File: config.mk
export PLATFORM = sky130hd
export DESIGN_NAME = tpmcc_channel
export DESIGN_NICKNAME = d
export VERILOG_FILES = /design/src/core/tpmcc_pkg.sv /design/src/core/tpmcc_pin_sync.sv /design/src/core/tpmcc_channel.sv
export SDC_FILE = /design/constraint.sdc
export NUM_CORES = 1
export LEC_CHECK = 0
export BUFFER_PORTS_ARGS = -buffer_cell sky130_fd_sc_hd__buf_4
export CORE_MARGIN = 2
export CORE_UTILIZATION = 44
export DETAILED_ROUTE_END_ITERATION = 16
export GPL_ROUTABILITY_DRIVEN = 1
export MAX_ROUTING_LAYER = met4
export PLACE_DENSITY_LB_ADDON = 0.15
export SYNTH_ARGS = -nofsm -noshare
export SYNTH_HDL_FRONTEND = slang
export SYNTH_HIERARCHICAL = 1
export SYNTH_SLANG_ARGS = --single-unit
export TNS_END_PERCENT = 50
File: constraint.sdc
create_clock -name hclk -period 2.53 [get_ports hclk]
set_input_delay 0.253 -clock hclk [delete_from_list [all_inputs] [get_ports hclk]]
set_output_delay 0.253 -clock hclk [all_outputs]
set_load 0.01 [all_outputs]
File: src/core/tpmcc_pkg.sv
// Purpose: Shared constants and types for the timer channel mode control block.
// Assumes: AHB-Lite register access, 32-bit data, one aligned word per register.
// Notes:   Offsets and bit positions are used by the core and by the bench.
package tpmcc_pkg;

  // Register byte offsets
  localparam logic [7:0] CSC_OFF = 8'h00;
  localparam logic [7:0] CTL_OFF = 8'h04;

  // channel_status_control field positions
  localparam int FLAG_BIT = 7;
  localparam int IE_BIT   = 6;
  localparam int MSB_BIT  = 5;
  localparam int MSA_BIT  = 4;
  localparam int ELSB_BIT = 3;
  localparam int ELSA_BIT = 2;

  // Module control field position
  localparam int CPWM_BIT = 0;

  // Values after reset
  localparam logic [7:0] CSC_RST = 8'h00;
  localparam logic [7:0] CTL_RST = 8'h00;

  // Pin synchroniser depth
  localparam int SYNC_STAGES = 3;

  // Edge/level select encodings
  localparam logic [1:0] ELS_OFF  = 2'h0;
  localparam logic [1:0] ELS_RISE = 2'h1;
  localparam logic [1:0] ELS_FALL = 2'h2;
  localparam logic [1:0] ELS_BOTH = 2'h3;
  localparam logic [1:0] ELS_TGL  = 2'h1;
  localparam logic [1:0] ELS_CLR  = 2'h2;
  localparam logic [1:0] ELS_SET  = 2'h3;

  typedef enum logic [1:0] {
    M_IC,
    M_OC,
    M_EPWM,
    M_CPWM
  } tpmcc_mode_t;

  // Channel mode from center select and the two mode-select bits
  function automatic tpmcc_mode_t tpmcc_mode_dec(input logic cpwm, input logic msb, input logic msa);
    if (cpwm)
      return M_CPWM;
    else if (msb)
      return M_EPWM;
    else if (msa)
      return M_OC;
    else
      return M_IC;
  endfunction : tpmcc_mode_dec

endpackage : tpmcc_pkg

File: src/core/tpmcc_pin_sync.sv
// Purpose: Synchronise the channel pin and report filtered edges.
// Assumes: Pin is asynchronous to hclk.
// Notes:   Level accepted only when stages two and three agree.
`timescale 1ns/1ps
module tpmcc_pin_sync
  import tpmcc_pkg::*;
(
  // Clock and reset
  input  wire logic hclk,
  input  wire logic hresetn,
  // Pin and edges
  input  wire logic pin_in,
  output logic      rise,
  output logic      fall
);

  typedef struct packed {
    logic [SYNC_STAGES-1:0] s;
    logic                   lvl;
    logic                   init;
    logic                   rise;
    logic                   fall;
  } tpmcc_sync_t;

  tpmcc_sync_t q;
  tpmcc_sync_t d;
  logic        agree;

  // Stage 0 feeds only stage 1
  assign agree = (q.s[1] == q.s[2]);

  always_comb begin
    d      = q;
    d.s    = {q.s[1:0], pin_in};
    d.rise = 1'b0;
    d.fall = 1'b0;
    if (agree) begin
      // Reset zeros form the first settled level, taken without an edge, so a pin high at reset gives a rise
      d.init = 1'b1;
      d.lvl  = q.s[2];
      d.rise = q.init && q.s[2] && !q.lvl;
      d.fall = q.init && !q.s[2] && q.lvl;
    end
  end

  always_ff @(posedge hclk or negedge hresetn) begin
    if (!hresetn)
      q <= '0;
    else
      q <= d;
  end

  assign rise = q.rise;
  assign fall = q.fall;

endmodule : tpmcc_pin_sync

File: src/core/tpmcc_channel.sv
// Purpose: Channel mode, pin and event flag control of a 16-bit timer/PWM.
// Assumes: Counter, modulo and channel value come from the shared counter logic.
// Notes:   AHB-Lite slave with zero wait states.
// Functional notes
// [RQ1] Capture mode: active pin edge sets flag
// [RQ2] Compare/PWM modes: counter match sets flag
// [RQ3] PWM at 0% or 100% never sets flag
// [RQ4] Interrupt request while flag and enable set
// [RQ5] Flag clears by read-set then write-zero
// [RQ6] New event restarts clear sequence, flag stays
// [RQ7] Reset clears flag; writing one no effect
// [RQ8] Interrupt enable read/write, reset to zero
// [RQ9] Mode B set gives edge PWM
// [RQ10] Mode pair 00 capture, 01 compare
// [RQ11] Software keeps pin stable before capture
// [RQ12] Edge/level 00 releases the pin
// [RQ13] Capture on rising, falling or both
// [RQ14] Compare: none, toggle, clear, set
// [RQ15] Edge PWM high-true or low-true pulses
// [RQ16] Center select forces center PWM per polarity
// [RQ17] Center select switches counter to up/down
// [RQ18] Down-count match drives complementary level
`timescale 1ns/1ps
module tpmcc_channel
  import tpmcc_pkg::*;
#(
  parameter int ADDR_W = 8,
  parameter int CNT_W  = 16
) (
  // Clock and reset
  input  wire logic              hclk,
  input  wire logic              hresetn,
  // AHB-Lite slave
  input  wire logic              hsel,
  input  wire logic [ADDR_W-1:0] haddr,
  input  wire logic [1:0]        htrans,
  input  wire logic              hwrite,
  input  wire logic [2:0]        hsize,
  input  wire logic [31:0]       hwdata,
  input  wire logic              hready,
  output logic                   hreadyout,
  output logic [31:0]            hrdata,
  output logic                   hresp,
  // Shared counter
  input  wire logic [CNT_W-1:0]  cnt_value,
  input  wire logic [CNT_W-1:0]  cnt_mod,
  input  wire logic              cnt_tick,
  input  wire logic              cnt_down,
  input  wire logic [CNT_W-1:0]  ch_value,
  output logic                   center_pwm,
  // Channel pin
  input  wire logic              pin_in,
  output logic                   pin_out,
  output logic                   pin_oe,
  // Interrupt request
  output logic                   irq
);

  typedef struct packed {
    logic              flag;
    logic              ie;
    logic              msb;
    logic              msa;
    logic              elsb;
    logic              elsa;
    logic              cpwm;
    logic              arm;
    logic              pin;
    logic              oe;
    logic              dv;
    logic              dwr;
    logic [ADDR_W-1:0] dadr;
    logic [7:0]        rdata;
  } tpmcc_state_t;

  tpmcc_state_t q;
  tpmcc_state_t d;
  tpmcc_mode_t  mode;
  tpmcc_mode_t  mode_n;
  logic [1:0]   els;
  logic         take;
  logic         wr_csc;
  logic         wr_ctl;
  logic         rise;
  logic         fall;
  logic         cap_ev;
  logic         hit;
  logic         ext;
  logic         cmp_ev;
  logic         wrap;
  logic         ev;
  logic         clr;
  logic         rd_csc;

  tpmcc_pin_sync u_sync (
    .hclk    (hclk),
    .hresetn (hresetn),
    .pin_in  (pin_in),
    .rise    (rise),
    .fall    (fall)
  );

  assign mode   = tpmcc_mode_dec(q.cpwm, q.msb, q.msa); // RQ9 RQ10 RQ17
  assign els    = {q.elsb, q.elsa};
  assign take   = hsel && hready && htrans[1];
  assign wr_csc = q.dv && q.dwr && (q.dadr == ADDR_W'(CSC_OFF));
  assign wr_ctl = q.dv && q.dwr && (q.dadr == ADDR_W'(CTL_OFF));
  // Read of the status register, seen by the clear-sequence checks
  assign rd_csc = take && !hwrite && (haddr == ADDR_W'(CSC_OFF));

  // Capture edges by polarity
  assign cap_ev = (mode == M_IC) && ((q.elsa && rise) || (q.elsb && fall)); // RQ1 RQ13

  // Match counts once per counter step, so a stopped counter cannot refire
  assign hit  = cnt_tick && (cnt_value == ch_value);
  assign wrap = cnt_tick && (cnt_value == '0);
  // Zero, or a value beyond a set modulo, means 0% or 100% duty: no match event
  assign ext  = (ch_value == '0) || ((cnt_mod != '0) && (ch_value > cnt_mod));

  always_comb begin
    cmp_ev = 1'b0;
    if (mode == M_OC)
      cmp_ev = hit; // RQ2
    else if (mode != M_IC)
      cmp_ev = hit && !ext; // RQ2 RQ3
  end

  assign ev  = cap_ev || cmp_ev;
  // A status register write or a new event disarms, so a stale read can never clear a later event
  assign clr = wr_csc && !hwdata[FLAG_BIT] && q.arm; // RQ5

  always_comb begin
    d      = q;
    mode_n = M_IC;

    // Bus address phase
    d.dv   = take;
    d.dwr  = hwrite;
    d.dadr = haddr;

    // Register writes
    if (wr_csc) begin
      d.ie   = hwdata[IE_BIT]; // RQ8
      d.msb  = hwdata[MSB_BIT];
      d.msa  = hwdata[MSA_BIT];
      d.elsb = hwdata[ELSB_BIT];
      d.elsa = hwdata[ELSA_BIT];
      d.arm  = 1'b0;
    end
    if (wr_ctl)
      d.cpwm = hwdata[CPWM_BIT]; // RQ17

    // Flag: writing one is ignored; an event beats a clear
    if (clr)
      d.flag = 1'b0; // RQ5 RQ7
    if (ev) begin
      d.flag = 1'b1; // RQ1 RQ2 RQ6
      d.arm  = 1'b0; // RQ6
    end

    // Pin level per mode
    unique case (mode)
      M_IC: begin
        d.pin = q.pin;
      end
      M_OC: begin
        if (hit) begin
          unique case (els)
            ELS_OFF: d.pin = q.pin;
            ELS_TGL: d.pin = !q.pin; // RQ14
            ELS_CLR: d.pin = 1'b0; // RQ14
            ELS_SET: d.pin = 1'b1; // RQ14
          endcase
        end
      end
      M_EPWM: begin
        // Match wins over wrap so a zero value gives 0% duty
        if (hit)
          d.pin = q.elsa; // RQ15
        else if (wrap)
          d.pin = !q.elsa; // RQ15
      end
      M_CPWM: begin
        if (hit && !cnt_down)
          d.pin = q.elsa; // RQ16
        else if (hit && cnt_down)
          d.pin = !q.elsa; // RQ18
      end
    endcase

    // Pin released when polarity is off or the pin is an input
    mode_n = tpmcc_mode_dec(d.cpwm, d.msb, d.msa);
    d.oe   = ({d.elsb, d.elsa} != ELS_OFF) && (mode_n != M_IC); // RQ12

    // Read data built from next state so a write just before is visible
    if (take && !hwrite) begin
      if (haddr == ADDR_W'(CSC_OFF)) begin
        d.rdata = {d.flag, d.ie, d.msb, d.msa, d.elsb, d.elsa, 2'b00};
        if (d.flag)
          d.arm = 1'b1; // RQ5
      end else if (haddr == ADDR_W'(CTL_OFF)) begin
        d.rdata = CTL_RST;
        d.rdata[CPWM_BIT] = d.cpwm;
      end else begin
        d.rdata = 8'h00;
      end
    end
  end

  always_ff @(posedge hclk or negedge hresetn) begin
    if (!hresetn)
      q <= '0; // RQ7 RQ8
    else
      q <= d;
  end

  assign hreadyout  = 1'b1;
  assign hresp      = 1'b0;
  assign hrdata     = {24'h000000, q.rdata};
  assign center_pwm = q.cpwm; // RQ17
  assign pin_out    = q.pin;
  assign pin_oe     = q.oe;
  assign irq        = q.flag && q.ie; // RQ4
endmodule : tpmcc_channel

After elaboration in Yosys (flattened, before gate mapping)
Index checks and enable logic that the tools add are counted.
Operators by class
  reductions and logical operators: 45
  bitwise gates (word level): 1
  order comparisons: 1
  equal/unequal tests: 14
  muxes and demuxes: 27
Operators by type and width (number)
  zero test 16 bit: 2
  logical AND 1 bit: 23
  2-to-1 mux 1 bit: 18
  == test 16 bit: 1
  == test 8 x 3 -> 1 bit (second input constant): 2
  greater-than comparator 16 bit: 1
  zero test 8 bit: 2
  nonzero test 16 bit: 1
  2-to-1 mux 2 bit: 5
  == test 2 bit (second input constant): 4
  zero test 1 bit: 8
  2-to-1 mux 8 bit: 1
  != test 3 bit (second input constant): 2
  case mux 1 bit (3 select lines): 2
  nonzero test 2 bit: 3
  2-to-1 mux 5 bit: 1
  AND reduction 5 bit: 1
  == test 2 x 1 -> 1 bit (second input constant): 2
  zero test 2 bit: 2
  != test 2 bit (second input constant): 2
  logical OR 1 bit: 3
  == test 1 bit: 1
  inverter 1 bit: 1
Storage, ports and cells
  bits in registers: 35
  logic and storage cells: 107
  input bits: 101
  output and inout bits: 38

Longest topological paths before layout
Gate-level depths: netlist of the first run.
  depth in word-level cells: 12
  mapped depth: 8
  mapped depth without buffers: 8

Hierarchy
The synthesis of the first run kept the hierarchy.
By module, submodules not included
  tpmcc_channel: times used 1, sequential area each 675.6 um2, cells each 230, area an instance 2080.7 um2
  tpmcc_pin_sync: times used 1, sequential area each 175.2 um2, cells each 13, area an instance 221.5 um2

Least setup slack after synthesis of the first run
OpenSTA, ideal clock, no wires.
  path kind: input -> register
  start: input cnt_mod[7]
  end: register q[20] in the netlist's numbering
  stages: 8
  data required time: 2.450 ns
  buffers on the path: 0
  arrival time: 1.885 ns
  path slack: 0.565 ns
  cells stage by stage: inv_1 -> ha_1 -> nand4_1 -> or4_1 -> a21o_1 -> and3_1 -> a32o_2 -> o22ai_2
RTL lines
  start: declaration: RTL line tpmcc_channel.sv:46  | input wire logic [CNT_W-1:0] cnt_mod,
  end signal: assignment: RTL line tpmcc_channel.sv:212  | q <= '0;
  end signal: assignment: RTL line tpmcc_channel.sv:214  | q <= d;
  end: declaration: RTL line tpmcc_channel.sv:76  | tpmcc_state_t q;

==> results of run 1 <==
final timing paths:
kind	start	end	slack [ps]	depth (start not counted)
max	q[13]$_DFF_PN0_	pin_oe$_DFF_PN0_	420	6
min	pin_in	u_sync/d[5]$_DFF_PN0_	80	1
max reg2reg	q[13]$_DFF_PN0_	pin_oe$_DFF_PN0_	420	6
min reg2reg	u_sync/d[5]$_DFF_PN0_	u_sync/d[6]$_DFF_PN0_	350	0
max in group asynchronous	hresetn	els[0]$_DFF_PN0_	1790	2
min in group asynchronous	hresetn	hrdata[4]$_DFFE_PN0P_	450	2
where the power goes:
part	internal (µW)	switching (µW)
combinational	153	147
sequential	573	15.8
clock	219	178
through the flow:
stage               hold slack (ps)  std cells  instance area, µm²  total power, µW
floorplan                     -42.6        268                2400              770
global placement                216        383                2830              891
detailed placement              214        383                2830              896
CTS                            70.1        392                2930             1300
global route                   63.0        392                2930             1370
finish                         78.0        392                2930             1290
timing repair:
item                       CTS  global route
hold endpoints to repair    34             0
resized for setup            0             0
setup endpoints to repair    0             0
hold buffers                 1             0
Yosys cell counts (2+ instances only):
master and instances:
xor2_1 5, clkbuf_1 3, a21oi_1 4, o211ai_1 2, nand4_1 9, o21ai_0 7, and4_1 2, a211oi_1 2
nor4_1 14, mux2i_1 5, buf_4 34, ha_1 16, nor2_1 7, a21o_1 2, and3_1 4, o21ai_1 2
nand2_1 13, nand3_1 5, or4_1 2, inv_1 23, a32o_1 2, conb_1 2, dfrtp_1 34, nand2b_1 4
xnor2_1 12, nor3_1 4, mux2_2 2
per-layer routing:
metal | part of all wire | up-vias | track usage
li1 | - | 966 | -
met4 | 0.0074 | 0 | 0.0473
met3 | 0.062 | 6 | 0.0462
met2 | 0.47 | 64 | 0.298
met5 | 0 | - | -
met1 | 0.46 | 876 | 0.252
layout by cell type (no fill, tap or decap), drive strengths merged, types with 3 or more instances in the layout:
master,n
a21oi,4
clkbuf,7
inv,23
xnor2,12
nand4,9
o21ai,9
conb,27
ha,16
dfrtp,34
nor4,14
buf,82
nor3,4
nand2b,4
mux2i,5
nand3,5
xor2,5
nor2,7
and3,4
a32o,3
nand2,13
final cells by class:
class | instances | share of cell area
Timing Repair Buffer | 83 | 0.213
Inverter | 23 | 0.0294
Sequential cell | 34 | 0.290
Tap cell | 70 | 0.0299
Clock inverter | 1 | 0.00171
Multi-Input combinational cell | 174 | 0.406
Clock buffer | 7 | 0.0294
worst reg2reg max path: cells and delay by family (launching register included):
family,cells,cell delay [ps]
AO/OA/AOI/OAI,1,330
buffers and inverters,1,90
flip-flops,1,360
multiplexers,1,270
AND/OR/NAND/NOR,3,950
state kept, by name, indices dropped and copies added, names as in the netlist:
signal / cells
u_sync/q: 3
u_sync/fall: 1
q: 15
pin_oe: 1
hrdata: 7
center_pwm: 1
u_sync/d: 2
u_sync/rise: 1
els: 2
pin_out: 1
cells by family (layout without fill, tap and decap cells):
| kind of cell | Yosys count | after routing | synth area share |
|---|---|---|---|
| adder cells (fa/ha/maj) | 17 | 17 | 0.0918 |
| multiplexers | 7 | 7 | 0.0315 |
| AND/OR/NAND/NOR | 74 | 74 | 0.184 |
| XOR/XNOR | 17 | 17 | 0.0647 |
| flip-flops | 34 | 34 | 0.370 |
| other | 2 | 27 | 0.00326 |
| AO/OA/AOI/OAI | 32 | 32 | 0.102 |
| buffers and inverters | 60 | 114 | 0.153 |
==> flow_summary.toml, run 1 <==
[timing]
period_share = 0.834
hold_viol_final = 0
finalSetupViolCount = 0
fmax_mhz = 474
slew_violations = 0
layout_min_cycle_time_ps = 2110
slew_headroom = 0.603
worst_clock_skew_ps = 7.21
fin_setup_tns_ps = 0
rsz0062_at_grt = "false"
worst_slack_ps = 421
worstMarginPinSlew_ps = 591

[die]
die_area_um2 = 5830
die_w_um = 76.3
start_util = 0.454
core-area_um2 = 5070
die_h_um = 76.3
io_pins = 139
row_count = 26

[routing]
route.detailed.drc = 0
detail-route-antenna-nets = 0
wirelength_um = 5160
vias = 1912
wl_per_cell_um = 13.2
drt_pre_antenna_iters = 4
drt_iter0_drc = 76
viasPerCell = 4.88

[cells_and_area]
drive_above_1_share = 0.298
syn2layout_area_growth_pct = 27.4
utilization = 0.578
finalNetCount = 438
n_antenna_cell = 0
multi_input_area_um2 = 1190
nFillCells = 483
seq_area_um2 = 851

[worst_setup_path]
crit_chain = "nor4_1, nand3_1, nor2_1, mux2i_1, inv_1, o32a_1"
critPathTopFamily = "simple AND/OR/NAND/NOR gates"
slowest_stage = "nor4_1"
critical_path_arrival_ps = 2280
required_ps = 2700
slowest_delay_ps = 500
crit_path_end_kind = "flop"
crit_type = "flop to flop"
critPathLaunchType = "flop"
path_buf_inv = 1
crit_fanout = 3

[synth]
synth_edf_count = 0
ys_top_cells_by_area = "dfrtp_1, buf_4, ha_1"
synthesis.area_um2 = 2300
synth-main-ff-cell = "dfrtp_1"
synth.distinct_cells = 49
synthCells = 243
async_flop_share = 1.00
yosysTopAreaCell = "dfrtp_1"
yosys_warnings = 6
synth_area_per_cell_um2 = 9.47
yosys_register_bits = 34
synth-seq-area-share = 0.370
synth_top_area_share = 0.370

[pwr]
power_density_nw_per_um2 = 438
p_leak_uw = 0.00150
ir_drop_v = 0.000299

[clock_network]
cts_tree = "built"
cts-root-buf = "clkbuf_8"
clk_latency_ps = 280
cts_sinks = 34
cts_setup_buffers = 0
cts_max_level = 2
cts_max_path_buffers = 2
cts_buffers = 5
clk_pin_slew_worst_paths_ps = 70

[global_route]
grt_max_degree = 35
antenna_found_initial = 0
grtUsageTotal = 0.191
grt_pass1_vias = 1895
grt-ovfl-total = 0
grt_pass1_wl_um = 8740

[placement]
dp_hpwl_um = 4330
place_ws_ps = 320
gp_congestion = 0.854
placement.io_buffers = 82

[flow_run]
max-cap-violations = 0

[outcome]
status = "finished clean"

[min_path]
hp-class = "input pin to flop"
Note: power is estimated with default switching activity, not from simulation.
==> inputs of run 2 (changes only) <==
Settings changed: ABC_AREA set to 1, CORE_UTILIZATION 44 to 45.
Clock period 2.53 ns to 2 ns, I/O delays scaled along.
==> flow_summary.toml, run 2 <==
[clock_network]
clk_latency_ps = 280
cts_buffers = 5
cts_max_level = 2
cts_sinks = 34
cts_setup_buffers = 0
cts_tree = "built"
clk_pin_slew_worst_paths_ps = 70
cts_max_path_buffers = 2
cts_hold_buf = 1
cts_resized = 0
cts-root-buf = "clkbuf_8"

[cells_and_area]
final_cell_mix = "buf_4, nand2_1, inv_1"
final_cells = 484
layout_commonest_cell = "buf_4"
utilization = 0.583
largest_reg_flops = 15
regMostFlops = "q"
finalNetCount = 528
syn2layout_area_growth_pct = 26.7
drive_above_1_share = 0.269
n_antenna_cell = 0

[synth]
synth_common_cells = "nand2_1, inv_1, buf_4, dfrtp_1, nor2_1"
yosys_register_bits = 34
synth-main-ff-cell = "dfrtp_1"
async_flop_share = 1.00
synthesis.area_um2 = 2480
synthCells = 330
ys_top_cells_by_area = "dfrtp_1, nand2_1, buf_4"
synth.distinct_cells = 37
synth_most_common_cell = "nand2_1"
synth_edf_count = 0
synth_area_per_cell_um2 = 7.53
synth_top_area_share = 0.342
synth-seq-area-share = 0.342
yosys_warnings = 6
yosysTopAreaCell = "dfrtp_1"

[worst_setup_path]
critPathLaunchType = "flop"
crit_type = "flop to flop"
crit_fanout = 9
critical_path_arrival_ps = 1710
required_ps = 2170
crit_path_end_kind = "flop"
reg2regPathDepth = 11

[pwr]
power_density_nw_per_um2 = 521
p_seq_frac = 0.439
p_leak_uw = 0.00172
p_int_uw = 1220
pwr-share-clk = 0.355
ir_drop_v = 0.000440
switching_share = 0.257
power.switching_uw = 421
combPwrFrac = 0.206

[placement]
placement.io_buffers = 82
dp_cells = 475
dp_hpwl_um = 4470
gp_congestion = 0.824

[routing]
wl_per_cell_um = 10.9
drt_pre_antenna_iters = 5
route.detailed.drc = 0
vias = 2194
detail-route-antenna-nets = 0
wirelength_um = 5290
drt_iter0_drc = 98
viasPerCell = 4.53

[timing]
whs_ps = 26.5
finalSetupViolCount = 0
hold_viol_final = 0
worst_clock_skew_ps = 4.09
slew_violations = 0
layout_min_cycle_time_ps = 1540
fmax_mhz = 648
rsz0062_at_grt = "false"
period_share = 0.772
fin_setup_tns_ps = 0

[global_route]
antenna_found_initial = 0
grtUsageTotal = 0.188
grt-ovfl-total = 0
grt_pass1_vias = 2107
grt_pass1_wl_um = 8930
grt_max_degree = 35

[min_path]
hp-class = "input pin to flop"
hold_path_depth = 1

[die]
row_count = 27
start_util = 0.460
io_pins = 139
die_area_um2 = 6130
die_w_um = 78.3
core-area_um2 = 5410
die_h_um = 78.3

[flow_run]
max-cap-violations = 0

[outcome]
status = "finished clean"
## run 2: final timing paths
path	endpoint	slack, ps	from
hold reg to reg	u_sync/d[6]$_DFF_PN0_	350	u_sync/d[5]$_DFF_PN0_
setup / recovery	pin_oe$_DFF_PN0_	460	q[13]$_DFF_PN0_
setup reg to reg	pin_oe$_DFF_PN0_	460	q[13]$_DFF_PN0_
min in group asynchronous	q[10]$_DFF_PN0_	420	hresetn
hold / removal	u_sync/d[5]$_DFF_PN0_	30	pin_in
max in group asynchronous	u_sync/q[6]$_DFF_PN0_	1280	hresetn
## run 2: kinds of logic (layout without fill, tap and decap cells)
| kind of cell | count (synthesis) | in the layout | share of synthesized area |
|---|---|---|---|
| other | 2 | 27 | 0.00302 |
| DFF | 34 | 34 | 0.342 |
| AOI/OAI and AO/OA | 29 | 29 | 0.0710 |
| buffers and inverters | 93 | 150 | 0.192 |
| xor gates and xnor gates | 4 | 4 | 0.0141 |
| and+or+nand+nor | 152 | 152 | 0.297 |
| adders and majority gates | 16 | 16 | 0.0806 |
## run 2: cell type report
class	instances	area [µm²]
repair buffers	83	626
flip-flops and latches	34	851
clock buffers	8	110
inverters	59	223
well taps	72	90.1
fillers	524	2260
multi-input cells	228	1250
## run 2: critical path, cell delays in order, from the launching register on
cell      delay [ps]
dfrtp_1          360
nor2_1           100
nand2_1           80
nor3_2           130
nand2_1          160
clkinv_2         140
o21a_1           160
inv_2             40
nor2_1            80
nand2_1           50
o21ai_1           70
inv_1             60
## run 2: per-stage QoR
| step | worst slack [ps] | cell area [µm²] | power, µW |
|---|---|---|---|
| after floorplan | 584 | 2580 | 936 |
| after global placement | 319 | 3030 | 1070 |
| after detailed placement | 298 | 3030 | 1070 |
| after CTS | 436 | 3150 | 1660 |
| after global routing | 229 | 3150 | 1740 |
| final | 456 | 3150 | 1640 |
## run 2: power by group through the flow
stage	Clock, µW	Sequential (µW)	Combinational (µW)
2_1_floorplan	0	731	205
3_3_place_gp	0	732	334
4_1_cts	599	719	343
5_1_grt	635	722	387
3_5_place_dp	0	732	340
6_report	582	720	339
## run 2: layer usage
metal / vias to the layer above / routed length [µm] / global-route usage
met2: 76 / 2580 / 0.328
met3: 8 / 312 / 0.0322
li1: 1150 / - / -
met5: - / 0 / -
met1: 960 / 2320 / 0.222
met4: 0 / 87 / 0.0579
==> inputs of run 3 (changes only) <==
Settings changed: ABC_AREA 1 to 0, CORE_UTILIZATION 45 to 39.
Clock period 2 ns to 1.35 ns, I/O delays scaled along.
==> flow_summary.toml, run 3 (synthesized netlist as in run 1, its figures left out) <==
[outcome]
status = "finished with violations"
violations = "negative setup slack"

[cells_and_area]
nFillCells = 476
regMostFlops = "q"
layout_commonest_cell = "buf_4"
utilization = 0.647
final_cell_area_um2 = 3630
finalNetCount = 503
drive_above_1_share = 0.460
final_cell_mix = "buf_4, dfrtp_1, conb_1"
syn2layout_area_growth_pct = 57.5
largest_reg_flops = 15
final_cells = 459
n_antenna_cell = 0

[global_route]
antenna_found_initial = 0
grt_pass1_vias = 2208
grt_max_degree = 35
grtUsageTotal = 0.207
grt-ovfl-total = 0
grt_pass1_wl_um = 10000

[die]
die_area_um2 = 6530
row_count = 27
start_util = 0.411
core-area_um2 = 5610
die_w_um = 80.8
io_pins = 139
die_h_um = 80.8

[routing]
wl_per_cell_um = 14.0
vias = 2175
drt_pre_antenna_iters = 5
drt_iter0_drc = 41
wirelength_um = 6420
route.detailed.drc = 0
viasPerCell = 4.74
detail-route-antenna-nets = 0

[flow_run]
max-cap-violations = 0

[placement]
place_ws_ps = -635
dp_cells = 438
gp_congestion = 0.952
place_area_um2 = 3340
dp_hpwl_um = 4990
placement.io_buffers = 82

[min_path]
hold_end = "q[24]$_DFF_PN0_"
hold_path_depth = 3
hp-class = "input pin to flop"
holdCritStartpoint = "hwdata[4]"

[timing]
worst_clock_skew_ps = 6.14
hold_viol_final = 0
worst_slack_ps = -608
slew_violations = 0
whs_ps = 106
layout_min_cycle_time_ps = 1960
period_share = 1.45
finalSetupViolCount = 17
rsz0062_at_grt = "true"
fmax_mhz = 511

[clock_network]
cts_buffers = 5
cts-root-buf = "clkbuf_8"
clk_pin_slew_worst_paths_ps = 70
cts_tree = "built"
cts_max_path_buffers = 2
cts_max_level = 2
clk_latency_ps = 290
cts_sinks = 34

[worst_setup_path]
startpoint = "q[13]$_DFF_PN0_"
critPathLaunchType = "flop"
worstReg2RegEnd = "pin_oe$_DFF_PN0_"
required_ps = 1520
reg2regPathDepth = 6
crit_type = "flop to flop"
rrSetupSlack_ps = -610
critical_path_arrival_ps = 2130
crit_path_end_kind = "flop"
crit_fanout = 3
r2r-start = "q[13]$_DFF_PN0_"

[pwr]
ir_drop_v = 0.000711
p_leak_uw = 0.00180
power_density_nw_per_um2 = 720
[run 3: routing by layer]
layer  part of all wire  track usage  routed length, µm  vias to the layer above
li1                   -            -                  -                     1093
met1               0.39        0.243               2530                      995
met2               0.53        0.369               3400                       80
met3              0.065       0.0267                418                        7
met4              0.011       0.0610                 71                        0
met5                  0            -                  0                        -
[run 3: worst max path at each step]
stage / to / cells past startpoint
4_1_cts: pin_oe$_DFF_PN0_ / 5
6_report: pin_oe$_DFF_PN0_ / 6
2_1_floorplan: q[20]$_DFF_PN0_ / 8
5_1_grt: pin_oe$_DFF_PN0_ / 6
3_5_place_dp: q[20]$_DFF_PN0_ / 9
3_3_place_gp: q[20]$_DFF_PN0_ / 9
[run 3: area by class of cell]
class / count / area [µm²] / share of cell area
Timing Repair Buffer: 148 / 1150 / 0.317
Sequential cell: 34 / 852 / 0.235
Multi-Input combinational cell: 174 / 1340 / 0.369
Clock inverter: 2 / 12.5 / 0.00345
Tap cell: 72 / 90.1 / 0.0248
Clock buffer: 6 / 82.6 / 0.0228
Inverter: 23 / 101 / 0.0280
[run 3: metrics by stage]
stage / power (µW) / setup TNS, ps
floorplan: 1460 / -2300
global placement: 1810 / -5620
detailed placement: 1820 / -5980
CTS: 2630 / -4660
global route: 2770 / -8000
finish: 2610 / -6560
[run 3: repair_timing]
action,CTS,global route
gates resized for setup,7,10
setup endpoints to repair,17,17
hold buffers,11,0
endpoints found under the hold margin,44,0
pin swaps,1,4
cloned,0,0
buffers inserted,1,3
[run 3: worst max-delay path: stages (launching register included)]
cell and delay [ps]:
dfrtp_1 410, nor4_4 360, nand3_2 170, nor2_4 210
mux2i_2 260, inv_1 80, o32a_1 350
[run 3: report_power, final]
group	leakage [µW]	switching [µW]	total, µW	internal [µW]
logic	0.00133	321	729	408
clock network	0.0000472	367	776	409
registers	0.000426	33.4	1110	1070
total	0.00180	721	2610	1890
